**src/inc/hpa_pkg.sv**
```systemverilog
// Purpose: Shared constants, types and register layout of the host port adapter.
// Assumes: One 16-bit word per register, word-indexed addresses on both ports.
// Notes: Bit positions are indices into a 16-bit data word.
package hpa_pkg;
  localparam int DATA_W = 16;
  localparam int BUS_AW = 4;
  localparam int UNIT_W = 3;
  localparam int IDX_W = 2;
  localparam int FILE_AW = UNIT_W + IDX_W;
  localparam int FILE_DEPTH = 32;
  localparam int NUM_DRIVES = 8;

  // Host port register offsets.
  localparam logic [BUS_AW-1:0] HOST_CS1_OFS = 4'h0;
  localparam logic [BUS_AW-1:0] HOST_CS2_OFS = 4'h1;
  localparam logic [BUS_AW-1:0] FILE_BASE_OFS = 4'h2;
  localparam logic [BUS_AW-1:0] FILE_LAST_OFS = 4'h5;
  localparam logic [BUS_AW-1:0] HOST_VEC_OFS = 4'h6;
  localparam logic [BUS_AW-1:0] HOST_IRQ_ST_OFS = 4'h7;
  localparam logic [BUS_AW-1:0] HOST_IRQ_MASK_OFS = 4'h8;

  // Microprocessor port register offsets.
  localparam logic [BUS_AW-1:0] MPU_CS1_OFS = 4'h0;
  localparam logic [BUS_AW-1:0] MPU_CS2_OFS = 4'h1;
  localparam logic [BUS_AW-1:0] MPU_EVCODE_OFS = 4'h6;
  localparam logic [BUS_AW-1:0] MPU_FLAGS_OFS = 4'h7;

  // Word of a drive record that holds the drive status.
  localparam logic [IDX_W-1:0] IDX_DRIVE_STATUS = 2'h2;

  // control_status_one layout.
  localparam int CS1_GO = 0;
  localparam int CS1_FUNC_LSB = 1;
  localparam int FUNC_W = 5;
  localparam int CS1_IE = 6;
  localparam int CS1_RDY = 7;
  localparam int CS1_PGE = 13;
  localparam int CS1_EVP = 14;
  localparam int CS1_CCP = 15;

  // control_status_two layout.
  localparam int CS2_UNIT_SELECT_REG_LSB = 0;
  localparam int CS2_RESET = 5;
  localparam int CS2_BURST_LSB = 8;
  localparam int BURST_W = 2;
  localparam int CS2_EVCODE_LSB = 10;
  localparam int EVCODE_W = 5;

  // Host interrupt status and mask layout.
  localparam int IRQ_W = 3;
  localparam int IRQ_CMD = 0;
  localparam int IRQ_EVT = 1;
  localparam int IRQ_PGE = 2;

  // Microprocessor event flag layout.
  localparam int FLAG_W = 3;
  localparam int FLAG_CMD = 0;
  localparam int FLAG_RST = 1;
  localparam int FLAG_SR = 2;

  // Vector generation, DMA throttle and ready reset value.
  localparam int VEC_W = 8;
  localparam logic [VEC_W-1:0] VEC_EVT_OFS = 8'h04;
  localparam logic [VEC_W-1:0] VEC_BASE_RST = 8'h00;
  localparam int BCNT_W = 4;
  localparam logic [BURST_W-1:0] BURST_RST = 2'h0;
  localparam logic RDY_RST = 1'b1;

  typedef enum logic [1:0] {
    DMA_IDLE = 2'b00,
    DMA_BURST = 2'b01,
    DMA_YIELD = 2'b10
  } dma_state_t;

  typedef struct packed {
    logic valid;
    logic [FILE_AW-1:0] addr;
    logic [DATA_W-1:0] data;
  } file_req_t;
endpackage

```
**src/core/file_arbiter.sv**
```systemverilog
// Purpose: Tie-breaker for file writes from the host and the microprocessor.
// Assumes: Each side holds at most one deferred write at a time.
// Notes: A deferred write goes first on its next chance, so it is never starved.
`timescale 1ns/100ps

module file_arbiter
  import hpa_pkg::*;
(
  input wire logic sys_clk,
  input wire logic sys_rst,
  input file_req_t hostReq,
  input file_req_t mpuReq,
  output file_req_t wrPort
);
  file_req_t hostPend_ff;
  file_req_t mpuPend_ff;
  file_req_t hostCand;
  file_req_t mpuCand;
  logic mpuPrio_ff;
  logic contest;
  logic hostWin;
  logic mpuWin;

  // Pick a winner; on a clash the side that lost last time wins.
  always_comb
  begin
    hostCand = hostPend_ff.valid ? hostPend_ff : hostReq;
    mpuCand = mpuPend_ff.valid ? mpuPend_ff : mpuReq;
    contest = hostCand.valid & mpuCand.valid;
    hostWin = hostCand.valid & (~contest | ~mpuPrio_ff);
    mpuWin = mpuCand.valid & (~contest | mpuPrio_ff);
    wrPort = hostWin ? hostCand : mpuCand;
    wrPort.valid = hostWin | mpuWin;
  end

  // The loser keeps its write for a later cycle instead of dropping it.
  always_ff @(posedge sys_clk)
  begin
    if (sys_rst)
    begin
      hostPend_ff <= '0;
      mpuPend_ff <= '0;
    end
    else
    begin
      hostPend_ff <= hostWin ? (hostPend_ff.valid ? hostReq : '0) : hostCand;
      mpuPend_ff <= mpuWin ? (mpuPend_ff.valid ? mpuReq : '0) : mpuCand;
    end
  end

  // Priority flips toward the loser after each clash.
  always_ff @(posedge sys_clk)
  begin
    if (sys_rst)
    begin
      mpuPrio_ff <= 1'b0;
    end
    else if (contest)
    begin
      mpuPrio_ff <= hostWin;
    end
  end
endmodule

```
**src/core/file_ram.sv**
```systemverilog
// Purpose: Shared parameter and drive status file, one write and two read ports.
// Assumes: Write port is fed by the arbiter; reads never collide.
// Notes: Read data are registered and valid the cycle after the address.
`timescale 1ns/100ps

module file_ram
  import hpa_pkg::*;
(
  input wire logic sys_clk,
  input wire logic sys_rst,
  input file_req_t wrPort,
  input wire logic [FILE_AW-1:0] rdAddrA,
  input wire logic [FILE_AW-1:0] rdAddrB,
  output logic [DATA_W-1:0] rdDataA,
  output logic [DATA_W-1:0] rdDataB
);
  logic [DATA_W-1:0] mem [FILE_DEPTH];

  // Storage array, written once per cycle at most.
  always_ff @(posedge sys_clk)
  begin
    if (wrPort.valid)
    begin
      mem[wrPort.addr] <= wrPort.data;
    end
  end

  // Registered read ports.
  always_ff @(posedge sys_clk)
  begin
    if (sys_rst)
    begin
      rdDataA <= '0;
      rdDataB <= '0;
    end
    else
    begin
      rdDataA <= mem[rdAddrA];
      rdDataB <= mem[rdAddrB];
    end
  end
endmodule

```
**src/core/host_port_adapter.sv**
```systemverilog
// Purpose: Port adapter between a host bus and the disk controller microprocessor.
// Assumes: Both ports are synchronous to sys_clk; busInit is a synchronous level.
// Notes: Both ports answer reads one cycle later and never stall.
`timescale 1ns/100ps

module host_port_adapter
  import hpa_pkg::*;
(
  input wire logic sys_clk,
  input wire logic sys_rst,
  input wire logic [BUS_AW-1:0] hostAddr,
  input wire logic [DATA_W-1:0] hostWdata,
  input wire logic hostWr,
  input wire logic hostRd,
  output logic [DATA_W-1:0] hostRdata,
  input wire logic [BUS_AW-1:0] mpuAddr,
  input wire logic [DATA_W-1:0] mpuWdata,
  input wire logic mpuWr,
  input wire logic mpuRd,
  output logic [DATA_W-1:0] mpuRdata,
  input wire logic busInit,
  output logic hostIrq,
  output logic [VEC_W-1:0] hostVector,
  output logic mpuIrq,
  input wire logic dmaWordReq,
  input wire logic otherNpr,
  input wire logic otherBr,
  input wire logic nprGrant,
  output logic nprReq,
  output logic dmaWordAck
);
  logic busInitPrev_ff;
  logic [UNIT_W-1:0] hostUnit_ff;
  logic [UNIT_W-1:0] mpuUnit_ff;
  logic ready_ff;
  logic [NUM_DRIVES-1:0] go_ff;
  logic [FUNC_W-1:0] func_ff;
  logic ie_ff;
  logic [IRQ_W-1:0] irqSt_ff;
  logic [IRQ_W-1:0] irqMask_ff;
  logic [FLAG_W-1:0] mpuFlags_ff;
  logic [EVCODE_W-1:0] evCode_ff;
  logic [VEC_W-1:0] vecBase_ff;
  logic [VEC_W-1:0] hostVector_ff;
  logic [BURST_W-1:0] burstSel_ff;
  logic [BCNT_W-1:0] burstCnt_ff;
  dma_state_t dmaState_ff;
  logic hostFileSel_ff;
  logic mpuFileSel_ff;
  logic [DATA_W-1:0] hostDisc_ff;
  logic [DATA_W-1:0] mpuDisc_ff;
  logic [DATA_W-1:0] hostDisc;
  logic [DATA_W-1:0] mpuDisc;
  logic [DATA_W-1:0] ramRdA;
  logic [DATA_W-1:0] ramRdB;
  logic [BUS_AW-1:0] hostRel;
  logic [BUS_AW-1:0] mpuRel;
  logic [FILE_AW-1:0] hostFileAddr;
  logic [FILE_AW-1:0] mpuFileAddr;
  logic hostIsFile;
  logic mpuIsFile;
  logic hostCs1Wr;
  logic hostGo;
  logic hostCs2Wr;
  logic hostResetCmd;
  logic hostFileWr;
  logic mpuCs1Wr;
  logic mpuRdyWr;
  logic mpuFileWr;
  logic mpuStatusWr;
  logic mpuEvWr;
  logic cmdDone;
  logic initEdge;
  logic progErr;
  logic [IRQ_W-1:0] irqSet;
  logic [FLAG_W-1:0] flagSet;
  logic [BCNT_W-1:0] burstLimit;
  file_req_t hostFileReq;
  file_req_t mpuFileReq;
  file_req_t wrPort;

  // Compose control_status_one for the given unit.
  function automatic logic [DATA_W-1:0] cs1Of(input logic [UNIT_W-1:0] unit);
    logic [DATA_W-1:0] v;
    v = '0;
    v[CS1_GO] = go_ff[unit];
    v[CS1_FUNC_LSB +: FUNC_W] = func_ff;
    v[CS1_IE] = ie_ff;
    v[CS1_RDY] = ready_ff;
    v[CS1_PGE] = irqSt_ff[IRQ_PGE];
    v[CS1_CCP] = irqSt_ff[IRQ_CMD];
    v[CS1_EVP] = irqSt_ff[IRQ_EVT] & ~irqSt_ff[IRQ_CMD];
    return v;
  endfunction

  // Compose control_status_two for the given unit.
  function automatic logic [DATA_W-1:0] cs2Of(input logic [UNIT_W-1:0] unit);
    logic [DATA_W-1:0] v;
    v = '0;
    v[CS2_UNIT_SELECT_REG_LSB +: UNIT_W] = unit;
    v[CS2_BURST_LSB +: BURST_W] = burstSel_ff;
    v[CS2_EVCODE_LSB +: EVCODE_W] = evCode_ff;
    return v;
  endfunction

  // Address decode of both ports; file words map into the selected drive record.
  assign hostRel = hostAddr - FILE_BASE_OFS;
  assign mpuRel = mpuAddr - FILE_BASE_OFS;
  assign hostIsFile = (hostAddr >= FILE_BASE_OFS) && (hostAddr <= FILE_LAST_OFS);
  assign mpuIsFile = (mpuAddr >= FILE_BASE_OFS) && (mpuAddr <= FILE_LAST_OFS);
  assign hostFileAddr = {hostUnit_ff, hostRel[IDX_W-1:0]};
  assign mpuFileAddr = {mpuUnit_ff, mpuRel[IDX_W-1:0]};

  // Write strobes and the events they cause.
  assign hostCs1Wr = hostWr && (hostAddr == HOST_CS1_OFS);
  assign hostGo = hostCs1Wr && hostWdata[CS1_GO];
  assign hostCs2Wr = hostWr && (hostAddr == HOST_CS2_OFS);
  assign hostResetCmd = hostCs2Wr && hostWdata[CS2_RESET];
  assign hostFileWr = hostWr && hostIsFile;
  assign mpuCs1Wr = mpuWr && (mpuAddr == MPU_CS1_OFS);
  assign mpuRdyWr = mpuCs1Wr && mpuWdata[CS1_RDY];
  assign mpuFileWr = mpuWr && mpuIsFile;
  assign mpuStatusWr = mpuFileWr && (mpuRel[IDX_W-1:0] == IDX_DRIVE_STATUS);
  assign mpuEvWr = mpuWr && (mpuAddr == MPU_EVCODE_OFS);
  assign cmdDone = mpuStatusWr | mpuRdyWr;
  assign initEdge = busInit & ~busInitPrev_ff;
  assign progErr = (hostGo | hostFileWr) & ~ready_ff;

  // File write requests toward the arbiter.
  assign hostFileReq = '{valid: hostFileWr, addr: hostFileAddr, data: hostWdata};
  assign mpuFileReq = '{valid: mpuFileWr, addr: mpuFileAddr, data: mpuWdata};

  file_arbiter u_arb (
    .sys_clk(sys_clk),
    .sys_rst(sys_rst),
    .hostReq(hostFileReq),
    .mpuReq(mpuFileReq),
    .wrPort(wrPort)
  );

  file_ram u_ram (
    .sys_clk(sys_clk),
    .sys_rst(sys_rst),
    .wrPort(wrPort),
    .rdAddrA(hostFileAddr),
    .rdAddrB(mpuFileAddr),
    .rdDataA(ramRdA),
    .rdDataB(ramRdB)
  );

  // Leading-edge detector for the host bus initialize.
  always_ff @(posedge sys_clk)
  begin
    if (sys_rst)
    begin
      busInitPrev_ff <= 1'b0;
    end
    else
    begin
      busInitPrev_ff <= busInit;
    end
  end

  // Unit selects of both sides, the DMA burst choice and the vector base.
  always_ff @(posedge sys_clk)
  begin
    if (sys_rst)
    begin
      hostUnit_ff <= '0;
      mpuUnit_ff <= '0;
      burstSel_ff <= BURST_RST;
      vecBase_ff <= VEC_BASE_RST;
    end
    else
    begin
      if (hostCs2Wr)
      begin
        hostUnit_ff <= hostWdata[CS2_UNIT_SELECT_REG_LSB +: UNIT_W];
        burstSel_ff <= hostWdata[CS2_BURST_LSB +: BURST_W];
      end
      if (mpuWr && (mpuAddr == MPU_CS2_OFS))
      begin
        mpuUnit_ff <= mpuWdata[CS2_UNIT_SELECT_REG_LSB +: UNIT_W];
      end
      if (hostWr && (hostAddr == HOST_VEC_OFS))
      begin
        vecBase_ff <= hostWdata[VEC_W-1:0];
      end
    end
  end

  // Ready: initialize and completion set it, a host go clears it; set wins.
  always_ff @(posedge sys_clk)
  begin
    if (sys_rst)
    begin
      ready_ff <= RDY_RST;
    end
    else if (initEdge || cmdDone)
    begin
      ready_ff <= 1'b1;
    end
    else if (hostGo)
    begin
      ready_ff <= 1'b0;
    end
  end

  // One go bit per drive, set by the host, cleared by the status post.
  always_ff @(posedge sys_clk)
  begin
    if (sys_rst)
    begin
      go_ff <= '0;
    end
    else if (initEdge)
    begin
      go_ff <= '0;
    end
    else
    begin
      if (mpuStatusWr)
      begin
        go_ff[mpuUnit_ff] <= 1'b0;
      end
      if (hostGo)
      begin
        go_ff[hostUnit_ff] <= 1'b1;
      end
    end
  end

  // Function code and interrupt enable; initialize resets the enable.
  always_ff @(posedge sys_clk)
  begin
    if (sys_rst)
    begin
      func_ff <= '0;
      ie_ff <= 1'b0;
    end
    else if (initEdge)
    begin
      ie_ff <= 1'b0;
    end
    else if (hostCs1Wr)
    begin
      func_ff <= hostWdata[CS1_FUNC_LSB +: FUNC_W];
      ie_ff <= hostWdata[CS1_IE];
    end
  end

  // Event code written by the microprocessor for event interrupts.
  always_ff @(posedge sys_clk)
  begin
    if (sys_rst)
    begin
      evCode_ff <= '0;
    end
    else if (mpuEvWr)
    begin
      evCode_ff <= mpuWdata[EVCODE_W-1:0];
    end
  end

  // Host interrupt status: sticky, write one to clear, a new event beats the clear.
  always_comb
  begin
    irqSet = '0;
    irqSet[IRQ_CMD] = cmdDone;
    irqSet[IRQ_EVT] = mpuEvWr;
    irqSet[IRQ_PGE] = progErr;
  end

  always_ff @(posedge sys_clk)
  begin
    if (sys_rst || initEdge)
    begin
      irqSt_ff <= '0;
    end
    else if (hostWr && (hostAddr == HOST_IRQ_ST_OFS))
    begin
      irqSt_ff <= (irqSt_ff & ~hostWdata[IRQ_W-1:0]) | irqSet;
    end
    else
    begin
      irqSt_ff <= irqSt_ff | irqSet;
    end
  end

  // Host interrupt mask.
  always_ff @(posedge sys_clk)
  begin
    if (sys_rst)
    begin
      irqMask_ff <= '0;
    end
    else if (hostWr && (hostAddr == HOST_IRQ_MASK_OFS))
    begin
      irqMask_ff <= hostWdata[IRQ_W-1:0];
    end
  end

  // Vector follows the highest pending cause: command before event.
  always_ff @(posedge sys_clk)
  begin
    if (sys_rst)
    begin
      hostVector_ff <= VEC_BASE_RST;
    end
    else
    begin
      hostVector_ff <= irqSt_ff[IRQ_CMD] ? vecBase_ff : vecBase_ff + VEC_EVT_OFS;
    end
  end

  // Microprocessor event flags: sticky, write one to clear, set wins.
  always_comb
  begin
    flagSet = '0;
    flagSet[FLAG_CMD] = hostGo;
    flagSet[FLAG_RST] = hostResetCmd;
    flagSet[FLAG_SR] = initEdge;
  end

  always_ff @(posedge sys_clk)
  begin
    if (sys_rst)
    begin
      mpuFlags_ff <= '0;
    end
    else if (mpuWr && (mpuAddr == MPU_FLAGS_OFS))
    begin
      mpuFlags_ff <= (mpuFlags_ff & ~mpuWdata[FLAG_W-1:0]) | flagSet;
    end
    else
    begin
      mpuFlags_ff <= mpuFlags_ff | flagSet;
    end
  end

  // Discrete read values of both ports; unmapped words read zero.
  always_comb
  begin
    case (hostAddr)
      HOST_CS1_OFS: hostDisc = cs1Of(hostUnit_ff);
      HOST_CS2_OFS: hostDisc = cs2Of(hostUnit_ff);
      HOST_VEC_OFS: hostDisc = DATA_W'(vecBase_ff);
      HOST_IRQ_ST_OFS: hostDisc = DATA_W'(irqSt_ff);
      HOST_IRQ_MASK_OFS: hostDisc = DATA_W'(irqMask_ff);
      default: hostDisc = '0;
    endcase
    case (mpuAddr)
      MPU_CS1_OFS: mpuDisc = cs1Of(mpuUnit_ff);
      MPU_CS2_OFS: mpuDisc = cs2Of(mpuUnit_ff);
      MPU_EVCODE_OFS: mpuDisc = DATA_W'(evCode_ff);
      MPU_FLAGS_OFS: mpuDisc = DATA_W'(mpuFlags_ff);
      default: mpuDisc = '0;
    endcase
  end

  // Read data registers; data stand only in the cycle after the strobe.
  always_ff @(posedge sys_clk)
  begin
    if (sys_rst)
    begin
      hostFileSel_ff <= 1'b0;
      mpuFileSel_ff <= 1'b0;
      hostDisc_ff <= '0;
      mpuDisc_ff <= '0;
    end
    else
    begin
      hostFileSel_ff <= hostRd && hostIsFile;
      mpuFileSel_ff <= mpuRd && mpuIsFile;
      hostDisc_ff <= (hostRd && !hostIsFile) ? hostDisc : '0;
      mpuDisc_ff <= (mpuRd && !mpuIsFile) ? mpuDisc : '0;
    end
  end

  // DMA throttle: a burst of the chosen length, then yield to other requesters.
  assign burstLimit = BCNT_W'((BCNT_W'(1) << burstSel_ff) - BCNT_W'(1));
  assign dmaWordAck = (dmaState_ff == DMA_BURST) && dmaWordReq && nprGrant;

  always_ff @(posedge sys_clk)
  begin
    if (sys_rst)
    begin
      dmaState_ff <= DMA_IDLE;
    end
    else
    begin
      unique case (dmaState_ff)
        DMA_IDLE:
        begin
          if (dmaWordReq)
          begin
            dmaState_ff <= DMA_BURST;
          end
        end
        DMA_BURST:
        begin
          if (dmaWordAck && (burstCnt_ff == burstLimit))
          begin
            dmaState_ff <= DMA_YIELD;
          end
          else if (!dmaWordReq)
          begin
            dmaState_ff <= DMA_IDLE;
          end
        end
        DMA_YIELD:
        begin
          if (!otherNpr && !otherBr)
          begin
            dmaState_ff <= DMA_IDLE;
          end
        end
        default: dmaState_ff <= DMA_IDLE;
      endcase
    end
  end

  // Words moved within the current burst.
  always_ff @(posedge sys_clk)
  begin
    if (sys_rst || (dmaState_ff != DMA_BURST))
    begin
      burstCnt_ff <= '0;
    end
    else if (dmaWordAck)
    begin
      burstCnt_ff <= burstCnt_ff + BCNT_W'(1);
    end
  end

  // Outputs.
  assign hostRdata = hostFileSel_ff ? ramRdA : hostDisc_ff;
  assign mpuRdata = mpuFileSel_ff ? ramRdB : mpuDisc_ff;
  assign hostIrq = ie_ff & |(irqSt_ff & irqMask_ff);
  assign mpuIrq = |mpuFlags_ff;
  assign hostVector = hostVector_ff;
  assign nprReq = (dmaState_ff == DMA_BURST);
endmodule

```
**config.mk**
```make
export PLATFORM = sky130hd
export DESIGN_NAME = host_port_adapter
export DESIGN_NICKNAME = d
export VERILOG_FILES = /design/src/inc/hpa_pkg.sv /design/src/core/file_arbiter.sv /design/src/core/file_ram.sv /design/src/core/host_port_adapter.sv
export SDC_FILE = /design/constraint.sdc
export NUM_CORES = 1
export LEC_CHECK = 0
export BUFFER_PORTS_ARGS = -buffer_cell sky130_fd_sc_hd__buf_2
export CAP_MARGIN = 10
export CORE_UTILIZATION = 48
export DETAILED_ROUTE_END_ITERATION = 8
export GPL_ROUTABILITY_DRIVEN = 0
export PLACE_DENSITY_LB_ADDON = 0.08
export SLEW_MARGIN = 40
export SYNTH_ARGS = -nofsm -noshare
export SYNTH_HDL_FRONTEND = slang
export SYNTH_SLANG_ARGS = --single-unit
```
**constraint.sdc**
```tcl
create_clock -name sys_clk -period 11.6 [get_ports sys_clk]
set_input_delay 2.9 -clock sys_clk [delete_from_list [all_inputs] [get_ports sys_clk]]
set_output_delay 2.9 -clock sys_clk [all_outputs]
set_load 0.05 [all_outputs]
```
# After elaboration in Yosys (flattened, before gate mapping)
# Memory sizes are Yosys's and may differ from the RTL's. A register that Yosys moved wholly into a read port is not among the register bits.
# Cells that the tools add are included.
# word_totals
register_bits	139
mem_count	1
output_inout_bits	44
elab_cells	167
mem_bits_rw	512
inputBits	51
# memory_table
name	depth	word_bits	read_ports	rd_ports_with_merged_regs	write_ports	line	text
u_ram.mem	32	16	2	2	1	file_ram.sv:17	logic [DATA_W-1:0] mem [FILE_DEPTH];
# op_classes
n_lt_le_gt_ge	8
n_mux	33
addsub	5
n_bitwise	32
eq_ne	15
shift	1
reduce_logical	45
# op_table
op	n
$mux W22	6
$pmux W16 S5	1
$pmux W16 S4	1
$mux W8	5
$mux W16	2
$logic_and A1 B1 Y1	27
$mux W21	1
$eq A4 B3 Y1 const B	4
$or A3 B3 Y3	4
$and A3 B3 Y3	3
$add A8 B3 Y8 const B	1
$and A8 B8 Y8	1
$eq A4 B1 Y1 const B	2
$ge A4 B2 Y1 const B	2
$le A4 B3 Y1 const B	2
$logic_not A4 Y1	2
$lt A3 B4 Y1 const B	2
$mux W2	4
$not A1 Y1	8
$not A8 Y8	1
$or A8 B8 Y8	1
$reduce_or A2 Y1	4
$and A1 B1 Y1	7
$bmux W1 S3	2
other kinds (24)	46

# Logic depth before layout (Yosys ltp)
# depth
depth_word	11
mapped_depth	9
mapped_depth_nobuf	5

# Hierarchy
# From an unflattened synthesis, not the netlist that was laid out.
# unflattened
hier_cells	1893
hier_area_um2	31253.7
# by_module_without_submodules
module	area_each_um2	seq_area_each_um2	instances	cells_each
file_ram	24662.4	16015.4	1	1226
host_port_adapter	4376.7	1881.8	1	472
file_arbiter	2214.6	900.9	1	195

# Least setup slack after synthesis
# OpenSTA, ideal clock, no wires.
# synth_path
kind	input to output
start	in nprGrant
end	out dmaWordAck
t_arrival_ps	3612
required_time_ps	8700
cell_stages	2
n_path_buf	1
slack_ps	5088
path_cell_list	and3_1 clkbuf_1
# synth_via
elab_chain_cells	1
# synth_lines
item	line	text
from (decl)	host_port_adapter.sv:28	input wire logic nprGrant,
$logic_and A1 B1 Y1	host_port_adapter.sv:382	assign dmaWordAck = (dmaState_ff == DMA_BURST) && dmaWordReq && nprGrant;
to (decl)	host_port_adapter.sv:30	output logic dmaWordAck
# Every way passes these cells.

# Final worst setup path
# layout_path
start	in dmaWordReq
end	out dmaWordAck
# layout_via
elab_chain_cells	2
# layout_lines
item	line	text
from (decl)	host_port_adapter.sv:25	input wire logic dmaWordReq,
$logic_and A1 B1 Y1 (2 in a row)	host_port_adapter.sv:382	
# Every way passes these cells.

==> metrics <==
outcome=complete, no violations; Sink Count=683; Total Negative Setup Slacks=0 ns; Slew Limit Fails=0; Max Freq=154 MHz; Setup Buffers After CTS=0; worst-path maximum fanout=6; fin nets=2,169; initial antenna violation count=11; Peak VDD IR=0.101 mV; PortBufs=94; most instantiated cells after synthesis=512 x edfxtp_1, 216 x mux4_2, 171 x dfxtp_1, 120 x a21oi_1, 103 x nand2_1; ys async rst share=0%; per-cell routed wire length=33.4 um; Die Area=0.0653 mm^2; Synth Instances=2,044; cell taking the most area after synthesis=edfxtp_1; final worst path period need=6.49 ns; HPWL after detailed placement=64,500 um; Initial DRC Count=2,587; #FFs+latches synth=683; Data arrival, critical path=3.59 ns; placed cell count=2,884; starting density of the core=48.8%; CTS tree=done; RSZ-0062 raised after global routing=no; Final period util=56.0%; pre-CTS setup slack=5.11 ns; sequential share of power=49.4%; post-route non-filler standard cell count=3,021; Crit path required time=8.70 ns; Layout area overhead=13.4%; synth top area cells=edfxtp_1 50%, mux4_2 16%, dfxtp_1 11%; Core Region=0.0633 mm^2; Leakage=11.3 nW; Clk network pwr share=43.3%; syn nets=2,097; Switch Pwr=1.26 mW; Mapped Area=0.0309 mm^2; post-synth cell types=68; Remaining Overflow, GRT=0; post-synthesis sequential area ratio=60.9%; YS warnings=0; clk_lat worst skew=0.62 ns; Net Sw Frac=23.1%; Reg clk slew, reported paths=0.06 ns; via/cell ratio=6.74; Post-synth top flop=edfxtp_1; vias=20,400; sequential cell area=0.0188 mm^2; Comb power frac=7.3%; DIE WIDTH=256 um; first-pass GRT wire length=145,000 um; crit path kind=in -> out; CTS resizes=0; PwrDens=156 mW/mm^2; Hold Slack=0.450 ns; die height=256 um; Worst-Margin Slew=0.897 ns; Int Pwr=4.21 mW; Multi-input gate area=0.0117 mm^2; layout cell share with drive strength beyond 1=28.2%; DRC violations left=0; Critical Path End Type=output pin; number of synthesized flops with an enable pin=512; # fillers=5,081; PnR worst setup slack=5.11 ns; DRT antenna net count=0; startpoint types=primary input; vias in the first global route=20,000; pin count of the biggest net entering global routing=109; io pins=95; Final Core Density=55.3%; Mean Syn Cell Area=15.1 um^2; drt total wl=101,000 um; most frequent cell after synthesis=edfxtp_1; Pre-antenna DRT Iters=5; Rows=92; final hold vios=0; Final setup viols=0; Root Buffer=clkbuf_16; MaxCap Viol Count=0; cts hold-fix bufs=0; Hold Crit Class=reg -> reg; Slew HR=40.2%; Final Skew=0.0274 ns; CTS HTree Levels=3; all-layer global routing usage=31.0%; CTS Buf Count=75; Yosys top cell area share=49.8%; deepest clock path buffer count=3
[critical path: stages]
cell	delay [ns]
buf_2	0.09
and3_1	0.29
buf_2	0.32
[worst paths after layout]
kind	start	slack (ns)	end	cells past startpoint
setup / recovery	dmaWordReq	5.11	dmaWordAck	3
hold / removal	u_arb.mpuPend_ff[10]$_SDFF_PP0_	0.45	u_arb.mpuPend_ff[10]$_SDFF_PP0_	2
setup reg to reg	u_arb.hostPend_ff[21]$_SDFF_PP0_	8.36	u_ram.mem[28][11]$_DFFE_PP_	6
hold reg to reg	u_arb.mpuPend_ff[10]$_SDFF_PP0_	0.45	u_arb.mpuPend_ff[10]$_SDFF_PP0_	2
[sequential cells by signal, summed over array words and instances (netlist names), 4 cells and up]
name               flops
u_ram.mem            512
u_arb.hostPend_ff     22
u_arb.mpuPend_ff      22
hostDisc_ff           16
mpuDisc_ff            16
u_ram.rdDataA         16
u_ram.rdDataB         16
go_ff                  8
hostVector             8
vecBase_ff             8
evCode_ff              5
func_ff                5
burstCnt_ff            4
[cell usage in the layout, fill, tap and decap left out, types with 8 or more instances in the layout]
cell	netlist	routed
a211oi_1	33	33
a31oi_1	12	9
nor2_1	92	70
nand4_1	9	9
a32o_1	19	19
mux4_2	216	216
mux2i_1	84	84
edfxtp_1	512	512
nand3_1	51	51
a22oi_1	92	92
o21a_1	9	9
nand2b_1	14	14
nor2_4	0	18
o221ai_1	23	21
o22ai_1	16	16
a22o_1	10	10
a21oi_1	120	104
mux2_2	45	45
clkinv_2	0	9
and2_1	21	21
buf_4	11	59
nor4_1	16	14
nor3_2	2	18
nand2_1	103	103
buf_2	57	89
a41oi_1	20	20
a21oi_2	1	16
dfxtp_1	171	167
clkbuf_8	0	8
o21ai_0	31	29
clkbuf_1	77	26
nor2b_1	40	37
nor3_1	26	10
inv_1	10	10
clkbuf_16	0	77
[power by group through the flow]
stage	sequential (mW)	clock, mW	combinational, mW
after global routing	2.70	2.49	0.416
after floorplan	2.74	0	0.239
after detailed placement	2.75	0	0.394
after CTS	2.70	2.40	0.395
after global placement	2.75	0	0.385
final	2.70	2.37	0.397
[per-stage QoR]
step           area [um^2]  total power, mW
2_1_floorplan        30900             2.98
3_3_place_gp         32400             3.14
3_5_place_dp         32600             3.15
4_1_cts              35000             5.49
5_1_grt              35000             5.60
6_report             35000             5.47
[routing by layer]
| metal | up-vias | GRT usage, % | part of all wire (%) |
|---|---|---|---|
| li1 | 8442 | - | - |
| met1 | 10500 | 42.3 | 39 |
| met2 | 1149 | 48.3 | 47 |
| met3 | 202 | 6.96 | 9.7 |
| met4 | 8 | 12.5 | 4.7 |
| met5 | - | 0 | 0.057 |
[layout make-up]
| class | instances | area share (%) |
|---|---|---|
| sequential | 683 | 53.7 |
| tap | 846 | 3.02 |
| clock inverter | 25 | 0.800 |
| inverter | 11 | 0.118 |
| multi-input combinational | 1187 | 33.3 |
| antenna | 1 | 0.00715 |
| clock buffer | 110 | 6.06 |
| timing repair buffer | 158 | 2.99 |
[cells by family after synthesis]
group | Yosys count | share of synthesized area, %
XOR/XNOR | 12 | 0.365
AND/OR/NAND/NOR | 405 | 6.49
AO/OA/AOI/OAI | 423 | 9.51
buffers and inverters | 174 | 2.55
flip-flops | 683 | 60.9
multiplexers | 345 | 20.1
adder cells (fa/ha/maj) | 2 | 0.0810
(Power assumes the default switching activity.)
